--- src/hw/eam_pkg.sv ---
package eam_pkg;

  // ----------------------------------------
  // register indices (byte address = 4 * index)
  // ----------------------------------------
  localparam logic [7:0] IDX_ACCUM_MODE = 8'h0f;
  localparam logic [7:0] IDX_CHANNEL_GAIN = 8'h1b;
  localparam logic [7:0] IDX_CALIB_MODE = 8'h3d;
  localparam logic [7:0] IDX_IRQ_STATUS = 8'h40;
  localparam logic [7:0] IDX_IRQ_MASK = 8'h41;
  localparam logic [7:0] IDX_TAMPER_CTRL = 8'h42;

  // ----------------------------------------
  // reset values
  // ----------------------------------------
  localparam logic [7:0] RST_ACCUM_MODE = 8'h00;
  localparam logic [7:0] RST_CHANNEL_GAIN = 8'h00;
  localparam logic [7:0] RST_CALIB_MODE = 8'h00;
  localparam logic [2:0] RST_IRQ = 3'h0;

  // ----------------------------------------
  // field positions
  // ----------------------------------------
  localparam int ACC_ACTIVE_INPUT = 7;
  localparam int ACC_FAULT_SEL = 6;
  localparam int ACC_REACT_SIGN_SEL = 5;
  localparam int ACC_ACT_SIGN_SEL = 4;
  localparam int ACC_REACT_ABS = 3;
  localparam int ACC_REACT_FOLLOW = 2;
  localparam int ACC_ACT_POS_ONLY = 1;
  localparam int ACC_ACT_ABS = 0;
  localparam int GAIN_V_LSB = 5;
  localparam int GAIN_SIGN_POINT = 3;
  localparam int GAIN_I_LSB = 0;
  localparam int CAL_SEL_LSB = 4;
  localparam int CAL_V_GROUND = 3;
  localparam int CAL_I_GROUND = 2;
  localparam logic [7:0] ACC_WRITE_MASK = 8'h7f;
  localparam logic [7:0] GAIN_WRITE_MASK = 8'hef;
  localparam logic [7:0] CAL_WRITE_MASK = 8'h3c;

  // ----------------------------------------
  // interrupt bits
  // ----------------------------------------
  localparam int IRQ_ACT_SIGN = 0;
  localparam int IRQ_REACT_SIGN = 1;
  localparam int IRQ_FAULT = 2;

  // ----------------------------------------
  // gain and input select codes
  // ----------------------------------------
  localparam logic [2:0] GAIN_CODE_MAX = 3'h4;
  localparam logic [1:0] SEL_INPUT_A = 2'h1;
  localparam logic [1:0] SEL_INPUT_B = 2'h2;

  typedef enum logic [1:0] {
    EAM_IDLE,
    EAM_ACK
  } eam_bus_st_t;

  typedef struct packed {
    logic [7:0] accum_mode;
    logic [7:0] channel_gain;
    logic [7:0] calib_mode;
    logic [2:0] irq_status;
    logic [2:0] irq_mask;
    logic tamper_auto_b;
    logic act_neg;
    logic react_neg;
    logic fault_prev;
    logic [2:0] fault_sync;
    logic sign_valid;
    eam_bus_st_t bus_st;
    logic [31:0] rdata;
    logic irq;
    logic [31:0] act_out;
    logic [31:0] react_out;
    logic act_out_vld;
    logic react_out_vld;
    logic [31:0] i_sample;
    logic [31:0] v_sample;
    logic [4:0] i_gain;
    logic [4:0] v_gain;
  } eam_state_t;

endpackage : eam_pkg

--- src/hw/eam_config.sv ---
// The Wishbone interface to the registers is this design's own decision.
`timescale 1ns/1ps
`default_nettype none
// Contract
// - status bit shows input used, A=0 B=1
// - fault event on entry or on return
// - reactive sign event direction by select bit
// - active sign event direction by select bit
// - reactive absolute mode accumulates magnitude
// - reactive negated while active power negative
// - positive-only active accumulation
// - active absolute mode accumulates magnitude
// - voltage gain code bits 7:5, 1..16
// - current gain code bits 2:0, 1..16
// - sign detection on filtered or per pulse
// - input select 01=A 10=B else automatic
// - voltage ground bit zeroes voltage input
// - current ground bit zeroes current input
// - active sign flag set on chosen change
module eam_config (
  input wire logic clk_i,
  input wire logic rst_i,
  input wire logic wb_cyc_i,
  input wire logic wb_stb_i,
  input wire logic wb_we_i,
  input wire logic [9:0] wb_adr_i,
  input wire logic [31:0] wb_dat_i,
  input wire logic [3:0] wb_sel_i,
  output logic [31:0] wb_dat_o,
  output logic wb_ack_o,
  output logic irq_o,
  input wire logic signed [31:0] act_power_i,
  input wire logic signed [31:0] react_power_i,
  input wire logic power_vld_i,
  input wire logic act_pulse_neg_i,
  input wire logic react_pulse_neg_i,
  input wire logic pulse_vld_i,
  input wire logic fault_mode_i,
  input wire logic tamper_b_i,
  input wire logic signed [31:0] cur_a_i,
  input wire logic signed [31:0] cur_b_i,
  input wire logic signed [31:0] volt_i,
  output logic signed [31:0] act_accum_o,
  output logic signed [31:0] react_accum_o,
  output logic act_accum_vld_o,
  output logic react_accum_vld_o,
  output logic signed [31:0] cur_sample_o,
  output logic signed [31:0] volt_sample_o,
  output logic [4:0] cur_gain_o,
  output logic [4:0] volt_gain_o
);

  eam_pkg::eam_state_t st_ff;
  eam_pkg::eam_state_t nxt_st;

  // ----------------------------------------
  // gain decode
  // ----------------------------------------
  function automatic logic [4:0] gain_of(input logic [2:0] code);
    logic [4:0] g;
    g = 5'h01;
    if (code <= eam_pkg::GAIN_CODE_MAX) begin
      g = 5'(5'h01 << code);
    end
    return g;
  endfunction : gain_of

  function automatic logic [31:0] negate(input logic [31:0] x);
    return 32'(32'h0 - x);
  endfunction : negate

  // ----------------------------------------
  // address decode
  // ----------------------------------------
  logic acc_hit;
  logic gain_hit;
  logic cal_hit;
  logic sts_hit;
  logic msk_hit;
  logic tam_hit;
  logic [7:0] idx;
  assign idx = wb_adr_i[9:2];

  always_comb begin
    acc_hit = 1'b0;
    gain_hit = 1'b0;
    cal_hit = 1'b0;
    sts_hit = 1'b0;
    msk_hit = 1'b0;
    tam_hit = 1'b0;
    if (idx == eam_pkg::IDX_ACCUM_MODE) begin
      acc_hit = 1'b1;
    end else if (idx == eam_pkg::IDX_CHANNEL_GAIN) begin
      gain_hit = 1'b1;
    end else if (idx == eam_pkg::IDX_CALIB_MODE) begin
      cal_hit = 1'b1;
    end else if (idx == eam_pkg::IDX_IRQ_STATUS) begin
      sts_hit = 1'b1;
    end else if (idx == eam_pkg::IDX_IRQ_MASK) begin
      msk_hit = 1'b1;
    end else if (idx == eam_pkg::IDX_TAMPER_CTRL) begin
      tam_hit = 1'b1;
    end
  end

  // ----------------------------------------
  // next state
  // ----------------------------------------
  logic take;
  logic wr;
  logic [2:0] ev;
  logic act_now_neg;
  logic react_now_neg;
  logic fault_now;
  logic use_b;
  logic [31:0] act_v;
  logic [31:0] react_v;
  logic [7:0] acc;
  logic [7:0] cal;
  logic [7:0] gn;
  logic sign_tick;
  logic sign_act_neg;
  logic sign_react_neg;
  logic act_to_neg;
  logic act_to_pos;
  logic react_to_neg;
  logic react_to_pos;
  logic fault_settled;
  logic fault_enter;
  logic fault_leave;

  always_comb begin
    nxt_st = st_ff;
    ev = 3'h0;
    acc = st_ff.accum_mode;
    cal = st_ff.calib_mode;
    gn = st_ff.channel_gain;
    take = wb_cyc_i && wb_stb_i && (st_ff.bus_st == eam_pkg::EAM_IDLE);
    wr = take && wb_we_i && wb_sel_i[0];
    act_now_neg = st_ff.act_neg;
    react_now_neg = st_ff.react_neg;
    act_v = 32'h0;
    react_v = 32'h0;
    fault_now = st_ff.fault_sync[2];

    // ----------------------------------------
    // sign tap point
    // ----------------------------------------
    if (gn[eam_pkg::GAIN_SIGN_POINT]) begin
      sign_tick = pulse_vld_i;
      sign_act_neg = act_pulse_neg_i;
      sign_react_neg = react_pulse_neg_i;
    end else begin
      sign_tick = power_vld_i;
      sign_act_neg = act_power_i[31];
      sign_react_neg = react_power_i[31];
    end
    if (sign_tick) begin
      act_now_neg = sign_act_neg;
      react_now_neg = sign_react_neg;
    end
    nxt_st.act_neg = act_now_neg;
    nxt_st.react_neg = react_now_neg;
    nxt_st.sign_valid = st_ff.sign_valid | sign_tick;

    // ----------------------------------------
    // sign change events
    // ----------------------------------------
    act_to_neg = !st_ff.act_neg && act_now_neg;
    act_to_pos = st_ff.act_neg && !act_now_neg;
    react_to_neg = !st_ff.react_neg && react_now_neg;
    react_to_pos = st_ff.react_neg && !react_now_neg;
    // first valid sample only primes the sign history
    if (st_ff.sign_valid) begin
      if (acc[eam_pkg::ACC_ACT_SIGN_SEL]) begin
        ev[eam_pkg::IRQ_ACT_SIGN] = act_to_pos;
      end else begin
        ev[eam_pkg::IRQ_ACT_SIGN] = act_to_neg;
      end
      if (acc[eam_pkg::ACC_REACT_SIGN_SEL]) begin
        ev[eam_pkg::IRQ_REACT_SIGN] = react_to_pos;
      end else begin
        ev[eam_pkg::IRQ_REACT_SIGN] = react_to_neg;
      end
    end

    // ----------------------------------------
    // fault pin: three stage, change once 2nd and 3rd agree
    // ----------------------------------------
    nxt_st.fault_sync = {st_ff.fault_sync[1:0], fault_mode_i};
    fault_settled = (st_ff.fault_sync[2] == st_ff.fault_sync[1]);
    fault_enter = fault_settled && !st_ff.fault_prev && fault_now;
    fault_leave = fault_settled && st_ff.fault_prev && !fault_now;
    if (fault_settled) begin
      nxt_st.fault_prev = fault_now;
    end
    if (acc[eam_pkg::ACC_FAULT_SEL]) begin
      ev[eam_pkg::IRQ_FAULT] = fault_leave;
    end else begin
      ev[eam_pkg::IRQ_FAULT] = fault_enter;
    end

    // ----------------------------------------
    // current input choice
    // ----------------------------------------
    use_b = st_ff.tamper_auto_b;
    if (cal[eam_pkg::CAL_SEL_LSB +: 2] == eam_pkg::SEL_INPUT_A) begin
      use_b = 1'b0;
    end else if (cal[eam_pkg::CAL_SEL_LSB +: 2] == eam_pkg::SEL_INPUT_B) begin
      use_b = 1'b1;
    end
    nxt_st.accum_mode[eam_pkg::ACC_ACTIVE_INPUT] = use_b;

    // ----------------------------------------
    // sample path and gains
    // ----------------------------------------
    if (use_b) begin
      nxt_st.i_sample = cur_b_i;
    end else begin
      nxt_st.i_sample = cur_a_i;
    end
    if (cal[eam_pkg::CAL_I_GROUND]) begin
      nxt_st.i_sample = 32'h0;
    end
    if (cal[eam_pkg::CAL_V_GROUND]) begin
      nxt_st.v_sample = 32'h0;
    end else begin
      nxt_st.v_sample = volt_i;
    end
    nxt_st.v_gain = gain_of(gn[eam_pkg::GAIN_V_LSB +: 3]);
    nxt_st.i_gain = gain_of(gn[eam_pkg::GAIN_I_LSB +: 3]);

    // ----------------------------------------
    // active accumulation shaping
    // ----------------------------------------
    act_v = act_power_i;
    if (acc[eam_pkg::ACC_ACT_ABS] && act_power_i[31]) begin
      act_v = negate(act_power_i);
    end else if (acc[eam_pkg::ACC_ACT_POS_ONLY] && act_power_i[31]) begin
      act_v = 32'h0;
    end

    // ----------------------------------------
    // reactive accumulation shaping
    // ----------------------------------------
    react_v = react_power_i;
    if (acc[eam_pkg::ACC_REACT_ABS]) begin
      if (react_power_i[31]) begin
        react_v = negate(react_power_i);
      end
    end else if (acc[eam_pkg::ACC_REACT_FOLLOW] && act_power_i[31]) begin
      react_v = negate(react_power_i);
    end
    nxt_st.act_out_vld = power_vld_i;
    nxt_st.react_out_vld = power_vld_i;
    if (power_vld_i) begin
      nxt_st.act_out = act_v;
      nxt_st.react_out = react_v;
    end

    // ----------------------------------------
    // bus slave read
    // ----------------------------------------
    nxt_st.rdata = 32'h0;
    if (take) begin
      nxt_st.bus_st = eam_pkg::EAM_ACK;
      if (acc_hit) begin
        nxt_st.rdata = {24'h0, nxt_st.accum_mode};
      end else if (gain_hit) begin
        nxt_st.rdata = {24'h0, gn};
      end else if (cal_hit) begin
        nxt_st.rdata = {24'h0, cal};
      end else if (sts_hit) begin
        nxt_st.rdata = {29'h0, st_ff.irq_status};
      end else if (msk_hit) begin
        nxt_st.rdata = {29'h0, st_ff.irq_mask};
      end else if (tam_hit) begin
        nxt_st.rdata = {31'h0, st_ff.tamper_auto_b};
      end
    end else begin
      nxt_st.bus_st = eam_pkg::EAM_IDLE;
    end

    // ----------------------------------------
    // register writes
    // ----------------------------------------
    if (wr && acc_hit) begin
      nxt_st.accum_mode = (wb_dat_i[7:0] & eam_pkg::ACC_WRITE_MASK) | {use_b, 7'h0};
    end else if (wr && gain_hit) begin
      nxt_st.channel_gain = wb_dat_i[7:0] & eam_pkg::GAIN_WRITE_MASK;
    end else if (wr && cal_hit) begin
      nxt_st.calib_mode = wb_dat_i[7:0] & eam_pkg::CAL_WRITE_MASK;
    end else if (wr && msk_hit) begin
      nxt_st.irq_mask = wb_dat_i[2:0];
    end else if (wr && tam_hit) begin
      nxt_st.tamper_auto_b = wb_dat_i[0];
    end

    // ----------------------------------------
    // sticky status, read clears, event wins
    // ----------------------------------------
    nxt_st.irq_status = st_ff.irq_status;
    if (take && !wb_we_i && sts_hit) begin
      nxt_st.irq_status = 3'h0;
    end
    nxt_st.irq_status = nxt_st.irq_status | ev;
    nxt_st.irq = |(nxt_st.irq_status & nxt_st.irq_mask);

    // ----------------------------------------
    // tamper latch
    // ----------------------------------------
    if (tamper_b_i) begin
      nxt_st.tamper_auto_b = 1'b1;
    end
  end

  // ----------------------------------------
  // state register
  // ----------------------------------------
  always_ff @(posedge clk_i) begin
    if (rst_i) begin
      st_ff <= '0;
      st_ff.accum_mode <= eam_pkg::RST_ACCUM_MODE;
      st_ff.channel_gain <= eam_pkg::RST_CHANNEL_GAIN;
      st_ff.calib_mode <= eam_pkg::RST_CALIB_MODE;
      st_ff.irq_status <= eam_pkg::RST_IRQ;
      st_ff.irq_mask <= eam_pkg::RST_IRQ;
      st_ff.i_gain <= 5'h01;
      st_ff.v_gain <= 5'h01;
      st_ff.bus_st <= eam_pkg::EAM_IDLE;
    end else begin
      st_ff <= nxt_st;
    end
  end

  // ----------------------------------------
  // outputs
  // ----------------------------------------
  assign wb_dat_o = st_ff.rdata;
  assign wb_ack_o = (st_ff.bus_st == eam_pkg::EAM_ACK);
  assign irq_o = st_ff.irq;
  assign act_accum_o = st_ff.act_out;
  assign react_accum_o = st_ff.react_out;
  assign act_accum_vld_o = st_ff.act_out_vld;
  assign react_accum_vld_o = st_ff.react_out_vld;
  assign cur_sample_o = st_ff.i_sample;
  assign volt_sample_o = st_ff.v_sample;
  assign cur_gain_o = st_ff.i_gain;
  assign volt_gain_o = st_ff.v_gain;

endmodule : eam_config
`default_nettype wire

--- config.mk ---
export PLATFORM = sky130hd
export DESIGN_NAME = eam_config
export DESIGN_NICKNAME = d
export VERILOG_FILES = /design/src/hw/eam_pkg.sv /design/src/hw/eam_config.sv
export SDC_FILE = /design/constraint.sdc
export NUM_CORES = 1
export LEC_CHECK = 0
export BUFFER_PORTS_ARGS = -buffer_cell sky130_fd_sc_hd__buf_4
export CORE_ASPECT_RATIO = 1.75
export CORE_MARGIN = 2
export CORE_UTILIZATION = 35
export DETAILED_ROUTE_END_ITERATION = 6
export PLACE_DENSITY = 0.62
export SYNTH_ARGS = -nofsm -noshare
export SYNTH_HDL_FRONTEND = slang
export SYNTH_SLANG_ARGS = --single-unit
--- constraint.sdc ---
create_clock -name clk_i -period 2.7 [get_ports clk_i]
set_clock_uncertainty 0.05 [all_clocks]
set_input_delay 0.405 -clock clk_i [delete_from_list [all_inputs] [get_ports clk_i]]
set_output_delay 0.405 -clock clk_i [all_outputs]
set_load 0.02 [all_outputs]
# ---- Yosys cells after proc, flatten, opt, wreduce, memory -nomap -nowiden
# Cells that the tools add are included.
# Widths: inputs -> output; s select.
dict set report totals {
  regBits 206
  inputBits 217
  output_inout_bits 174
}
dict set report op_classes {
  add_sub_neg 2
  order_cmp 2
  eq_ne 14
  shift 2
  n_mux 53
  bitwise 9
  n_reduce_logical 41
}
# op count
set op_table {}
lappend op_table {{$mux 32} 6}
lappend op_table {{$sub 1x32->32 const A} 2}
lappend op_table {{$mux 1} 36}
lappend op_table {{$mux 8} 4}
lappend op_table {{$eq 8x7->1 const B} 3}
lappend op_table {{$logic_and 1x1->1} 22}
lappend op_table {{$mux 4} 3}
lappend op_table {{$reduce_or 2->1} 5}
lappend op_table {{$shl 1x3->5 const A} 2}
lappend op_table {{$mux 3} 3}
lappend op_table {{$eq 8x4->1 const B} 1}
lappend op_table {{$eq 8x5->1 const B} 1}
lappend op_table {{$eq 8x6->1 const B} 1}
lappend op_table {{$ne 2x2->1 const B} 4}
lappend op_table {{$logic_not 1->1} 7}
lappend op_table {{$or 7x1->7 const B} 1}
lappend op_table {{$reduce_or 7->1} 1}
lappend op_table {{$le 3x3->1 const B} 2}
lappend op_table {{$not 1->1} 5}
lappend op_table {{$reduce_and 5->1} 1}
lappend op_table {{$eq 2x1->1 const B} 2}
lappend op_table {{$and 3x3->3} 1}
lappend op_table {{$or 3x3->3} 1}
lappend op_table {{$reduce_and 3->1} 1}
lappend op_table {{other kinds (8)} 8}

# ---- Logic depth before layout (Yosys ltp)
dict set report logic_depth {
  ltp_word 15
  mapped_depth 10
}

# ---- Worst setup path after synthesis
# OpenSTA, ideal clock, no wires.
dict set report synth_path {
  kind {input to register}
  startpoint {input react_power_i[14]}
  endpoint {register st_ff (netlist bit react_accum_o[31])}
  setup_time_ps 128
  arrival_time_ps 2511
  t_required_ps 2522
  path_slack_ps 12
  cell_stages 10
  path_buffers 1
  path_cell_list {or4_4 -> nand4bb_4 -> buf_6 -> or3_1 -> nor3_1 -> ha_1 -> nor2_1 -> a211o_1 -> a31oi_1 -> nor2_1}
}
dict set report synth_between {
  elab_chain_cells 3
  word_cells_on_any_way 4
  cone_classes {add/sub: 1; mux: 3}
}
# element line
set synth_lines {}
lappend synth_lines {{start: declaration} eam_config.sv:33} ;# input wire logic signed [31:0] react_power_i,
lappend synth_lines {{$sub 1x32->32 *} eam_config.sv:69} ;# return 32'(32'h0 - x);
lappend synth_lines {{$mux 32 (on tied branches)} {eam_config.sv:251, eam_config.sv:248}}
lappend synth_lines {{$mux 32 *} eam_config.sv:247} ;# if (acc[eam_pkg::ACC_REACT_ABS]) begin
lappend synth_lines {{end signal: assignment} eam_config.sv:332} ;# st_ff <= nxt_st;
lappend synth_lines {{end: declaration} eam_config.sv:53} ;# eam_pkg::eam_state_t st_ff;
# Mark *: on every way between the ends. The rest lies on a longest branch, timed or not.
# A chain may end at the register's enable or synchronous reset.

# ---- Worst setup path in the final report
dict set report layout_path {
  startpoint {input react_power_i[22]}
  endpoint {register st_ff (netlist bit react_accum_o[31])}
}
# Same word-level chain as after synthesis.

==> flow_summary.ini <==
[outcome]
outcome = finished, final reports clean

[floorplanning]
die_h_um = 217.8
coreArea_um2 = 25760
io_pins = 391
die_area_um2 = 27480
dieWidth_um = 126.2
row_count = 78
start_util_pct = 35.48

[global_routing]
met2_usage_pct = 35.41
grt_max_degree = 69
grt_pass1_wl_um = 39600
met1_usage_pct = 18.32
grtUsageMet3_pct = 5.054
grt-ovfl-total = 0
top_usage_layer = met2
grt_antenna_before_repair = 0
grt_pass1_vias = 7475
grt_usage_pct = 18.37

[worst_setup_path]
r2r_start = acc[0]$_SDFFE_PP0P_
endpoint_kind = flop
r2r_cells = 4
crit_arrival_ns = 2.65
critPathMaxFanout = 2
r2r-end = act_accum_o[7]$_SDFFE_PP0P_
worstSetupStartpointType = input pin
critPathRequiredTime_ns = 2.97
rrSetupSlack_ns = 0.80
crit_type = input pin to flop
crit_start = react_power_i[22]
crit_end = react_accum_o[31]$_SDFFE_PP0P_

[logic_synthesis]
synth-simple-area-share_pct = 21.56
ys_warn_count = 0
yosys.area_share.xor_xnor_pct = 2.779
synth-seq-cells = 181
ys_types = 64
async_reset_ff_share_pct = 0
synth_edf_count = 0
ys.flop_type = dfxtp_1
syn_area_um2 = 9141
yosys-mux-area-fraction_pct = 3.709
synthAdderAreaFrac_pct = 0.4106
syn_inst = 1076
syn-mean-instance-area_um2 = 8.496
synth_top_family_by_area = simple AND/OR/NAND/NOR gates
synth_compound_area_share_pct = 14.69
seq_area_frac_synth_pct = 39.64

[cts]
cts_buffers = 17
postCtsSetupBuffers = 0
clockBufferDepth = 2
cts.root.buffer_cell = clkbuf_16
htreeDepth = 4
ctsHoldBuffers = 0
clock_sinks = 181
cts_tree = done
cts_resized = 0
insertion_delay_ns = 0.45
clk_pin_slew_ns = 0.07

[sta]
fin_crit_ns = 2.379
fin_crit_sh_pct = 88.10
rsz0062_at_grt = no
fmax_mhz = 420.4
worstMarginPinSlew_ns = 0.7349
maxSlewViolCount = 0
finalSetupViolCount = 0
tns_ns = 0
fin_hold_ws_ns = 0.1006
relSlewSlack_pct = 50.56
hold_viol = 0

[pwr]
p_leak_nw = 4.970
ir_worst_vdd_mv = 0.4256
powerDensity_nw_per_um2 = 546.7
p_total_mw = 6.288

[detailed_routing]
drtPass1Iterations = 4
wl_per_cell_um = 16.31
drtAntennaViolNets = 0
wirelength_um = 26010
drc = 0
vias = 7829
vias_per_cell = 4.908
drt_iter0_markers = 271

[run]
maxCapViolCount = 0

[layout]
post-route-util_pct = 44.64
synthToLayoutAreaGrowth_pct = 25.81
nNetsFinal = 1483
drive_gt1_share_pct = 34.59
diodes = 0

[placed_design]
dp_hpwl_um = 20210
gp_congestion = 0.8126
numPortBuffers = 337

[worst_hold_path]
hold_class = input pin to flop
[flip-flops by register name, indices dropped and copies added (netlist names)]
name	cells
act_accum_o	32
cur_sample_o	32
react_accum_o	32
volt_sample_o	32
st_ff	12
wb_dat_o	8
acc	7
gn	7
cur_gain_o	5
volt_gain_o	5
cal	4
nxt_st	2
fault_now	1
irq_o	1
react_accum_vld_o	1
[layout make-up]
| cell class | count | area, um2 |
|---|---|---|
| Fill cell | 2639 | 14260 |
| Multi-Input combinational cell | 674 | 4048 |
| Sequential cell | 181 | 3623 |
| Timing Repair Buffer | 374 | 2808 |
| Clock buffer | 20 | 456.7 |
| Tap cell | 320 | 400.4 |
| Clock inverter | 11 | 108.9 |
| Inverter | 15 | 56.30 |
[worst min path at each step]
stage,start,end,slack (ns),depth (start not counted)
2_1_floorplan,nxt_st[177]$_SDFF_PP0_,nxt_st[178]$_SDFF_PP0_,0.36,1
3_3_place_gp,nxt_st[177]$_SDFF_PP0_,nxt_st[178]$_SDFF_PP0_,0.38,1
3_5_place_dp,nxt_st[177]$_SDFF_PP0_,nxt_st[178]$_SDFF_PP0_,0.38,1
4_1_cts,volt_i[18],volt_sample_o[18]$_SDFF_PP0_,0.07,2
5_1_grt,volt_i[26],volt_sample_o[26]$_SDFF_PP0_,0.08,2
6_report,volt_i[18],volt_sample_o[18]$_SDFF_PP0_,0.10,2
[per-layer routing]
layer	share of wire [%]	routed length (um)
met1	35	9198
met2	56	14480
met3	6.6	1709
met4	2.4	617
met5	0	0
[metrics by stage]
| stage | worst slack, ns | instance area, um2 | cells |
|---|---|---|---|
| 2_1_floorplan | 0.01186 | 9228 | 1099 |
| 3_3_place_gp | -0.1371 | 10940 | 1564 |
| 6_report | 0.3213 | 11500 | 1595 |
| 3_5_place_dp | -0.1580 | 10940 | 1564 |
| 4_1_cts | 0.3111 | 11500 | 1595 |
| 5_1_grt | 0.2351 | 11500 | 1595 |
[critical path, stage by stage]
cell and delay, ns:
buf_4 0.11, or4_4 0.52, or3_1 0.38, or3_1 0.32, nor3_1 0.22, ha_1 0.15
nor2_1 0.04, a211o_1 0.26, a31oi_1 0.18, nor2_1 0.06
[placed cells by master, fill, tap and decap left out, types with 5 or more instances in the layout]
cell type / count
xnor2_1: 6
a211oi_1: 34
o211ai_1: 8
nor4_1: 7
nand2b_1: 5
nor2b_1: 6
inv_6: 6
mux2_2: 15
nor4b_1: 9
a311oi_1: 7
nand2_1: 144
or2_2: 5
xor2_1: 23
nand3b_1: 5
o31ai_1: 12
mux2i_1: 17
and2_1: 35
o311ai_0: 5
dfxtp_1: 181
o21ai_1: 6
nor3_1: 19
o41ai_1: 6
buf_4: 374
a22oi_1: 5
o21ai_0: 26
o41ai_2: 6
clkbuf_16: 17
nor2_1: 77
inv_1: 15
nand3_1: 25
a21oi_1: 60
nand4_1: 7
or3_1: 13
conb_1: 24
[cell families after synthesis]
| logic type | Yosys count |
|---|---|
| compound gates | 198 |
| xor+xnor | 29 |
| fa+ha+maj | 3 |
| buf+inv | 244 |
| flops | 181 |
| mux | 32 |
| other cells | 1 |
| simple gates | 388 |
[power by group]
group	internal, mW	switching, mW
combinational	0.471	0.537
sequential	2.80	0.0607
clock	1.26	1.16
total	4.53	1.75
[cells in the mapped netlist (4+ instances only)]
| master | instances | area [um2] |
|---|---|---|
| nor2_1 | 77 | 289.0 |
| o41ai_2 | 6 | 97.59 |
| xor2_1 | 23 | 201.4 |
| inv_1 | 15 | 56.30 |
| nor2b_1 | 6 | 37.54 |
| nand2_1 | 144 | 540.5 |
| dfxtp_1 | 181 | 3623 |
| nand3_1 | 25 | 125.1 |
| a22oi_1 | 5 | 37.54 |
| xnor2_1 | 6 | 52.55 |
| nor4_1 | 8 | 50.05 |
| nor4bb_1 | 4 | 40.04 |
| a211oi_1 | 34 | 255.2 |
| or2_2 | 5 | 31.28 |
| o31ai_1 | 12 | 90.09 |
| nand4_1 | 7 | 43.79 |
| nand3b_1 | 5 | 37.54 |
| o21ai_0 | 26 | 130.1 |
| mux2_2 | 15 | 168.9 |
| nor3b_1 | 4 | 30.03 |
| buf_2 | 4 | 20.02 |
| and2_1 | 35 | 219.0 |
| o31a_1 | 4 | 35.03 |
| buf_1 | 8 | 30.03 |
| and3_1 | 4 | 25.02 |
| o311ai_0 | 5 | 43.79 |
| o41ai_1 | 6 | 52.55 |
| clkbuf_1 | 45 | 168.9 |
| a21oi_1 | 61 | 305.3 |
| nor4b_1 | 9 | 78.83 |
| buf_4 | 171 | 1284 |
| a311oi_1 | 7 | 61.31 |
| or3_1 | 13 | 81.33 |
| nor3_1 | 19 | 95.09 |
| o21ai_1 | 7 | 35.03 |
| mux2i_1 | 17 | 170.2 |
| o211ai_1 | 8 | 60.06 |
| nand2b_1 | 5 | 31.28 |
No activity file was read; power rests on OpenSTA's default activity.
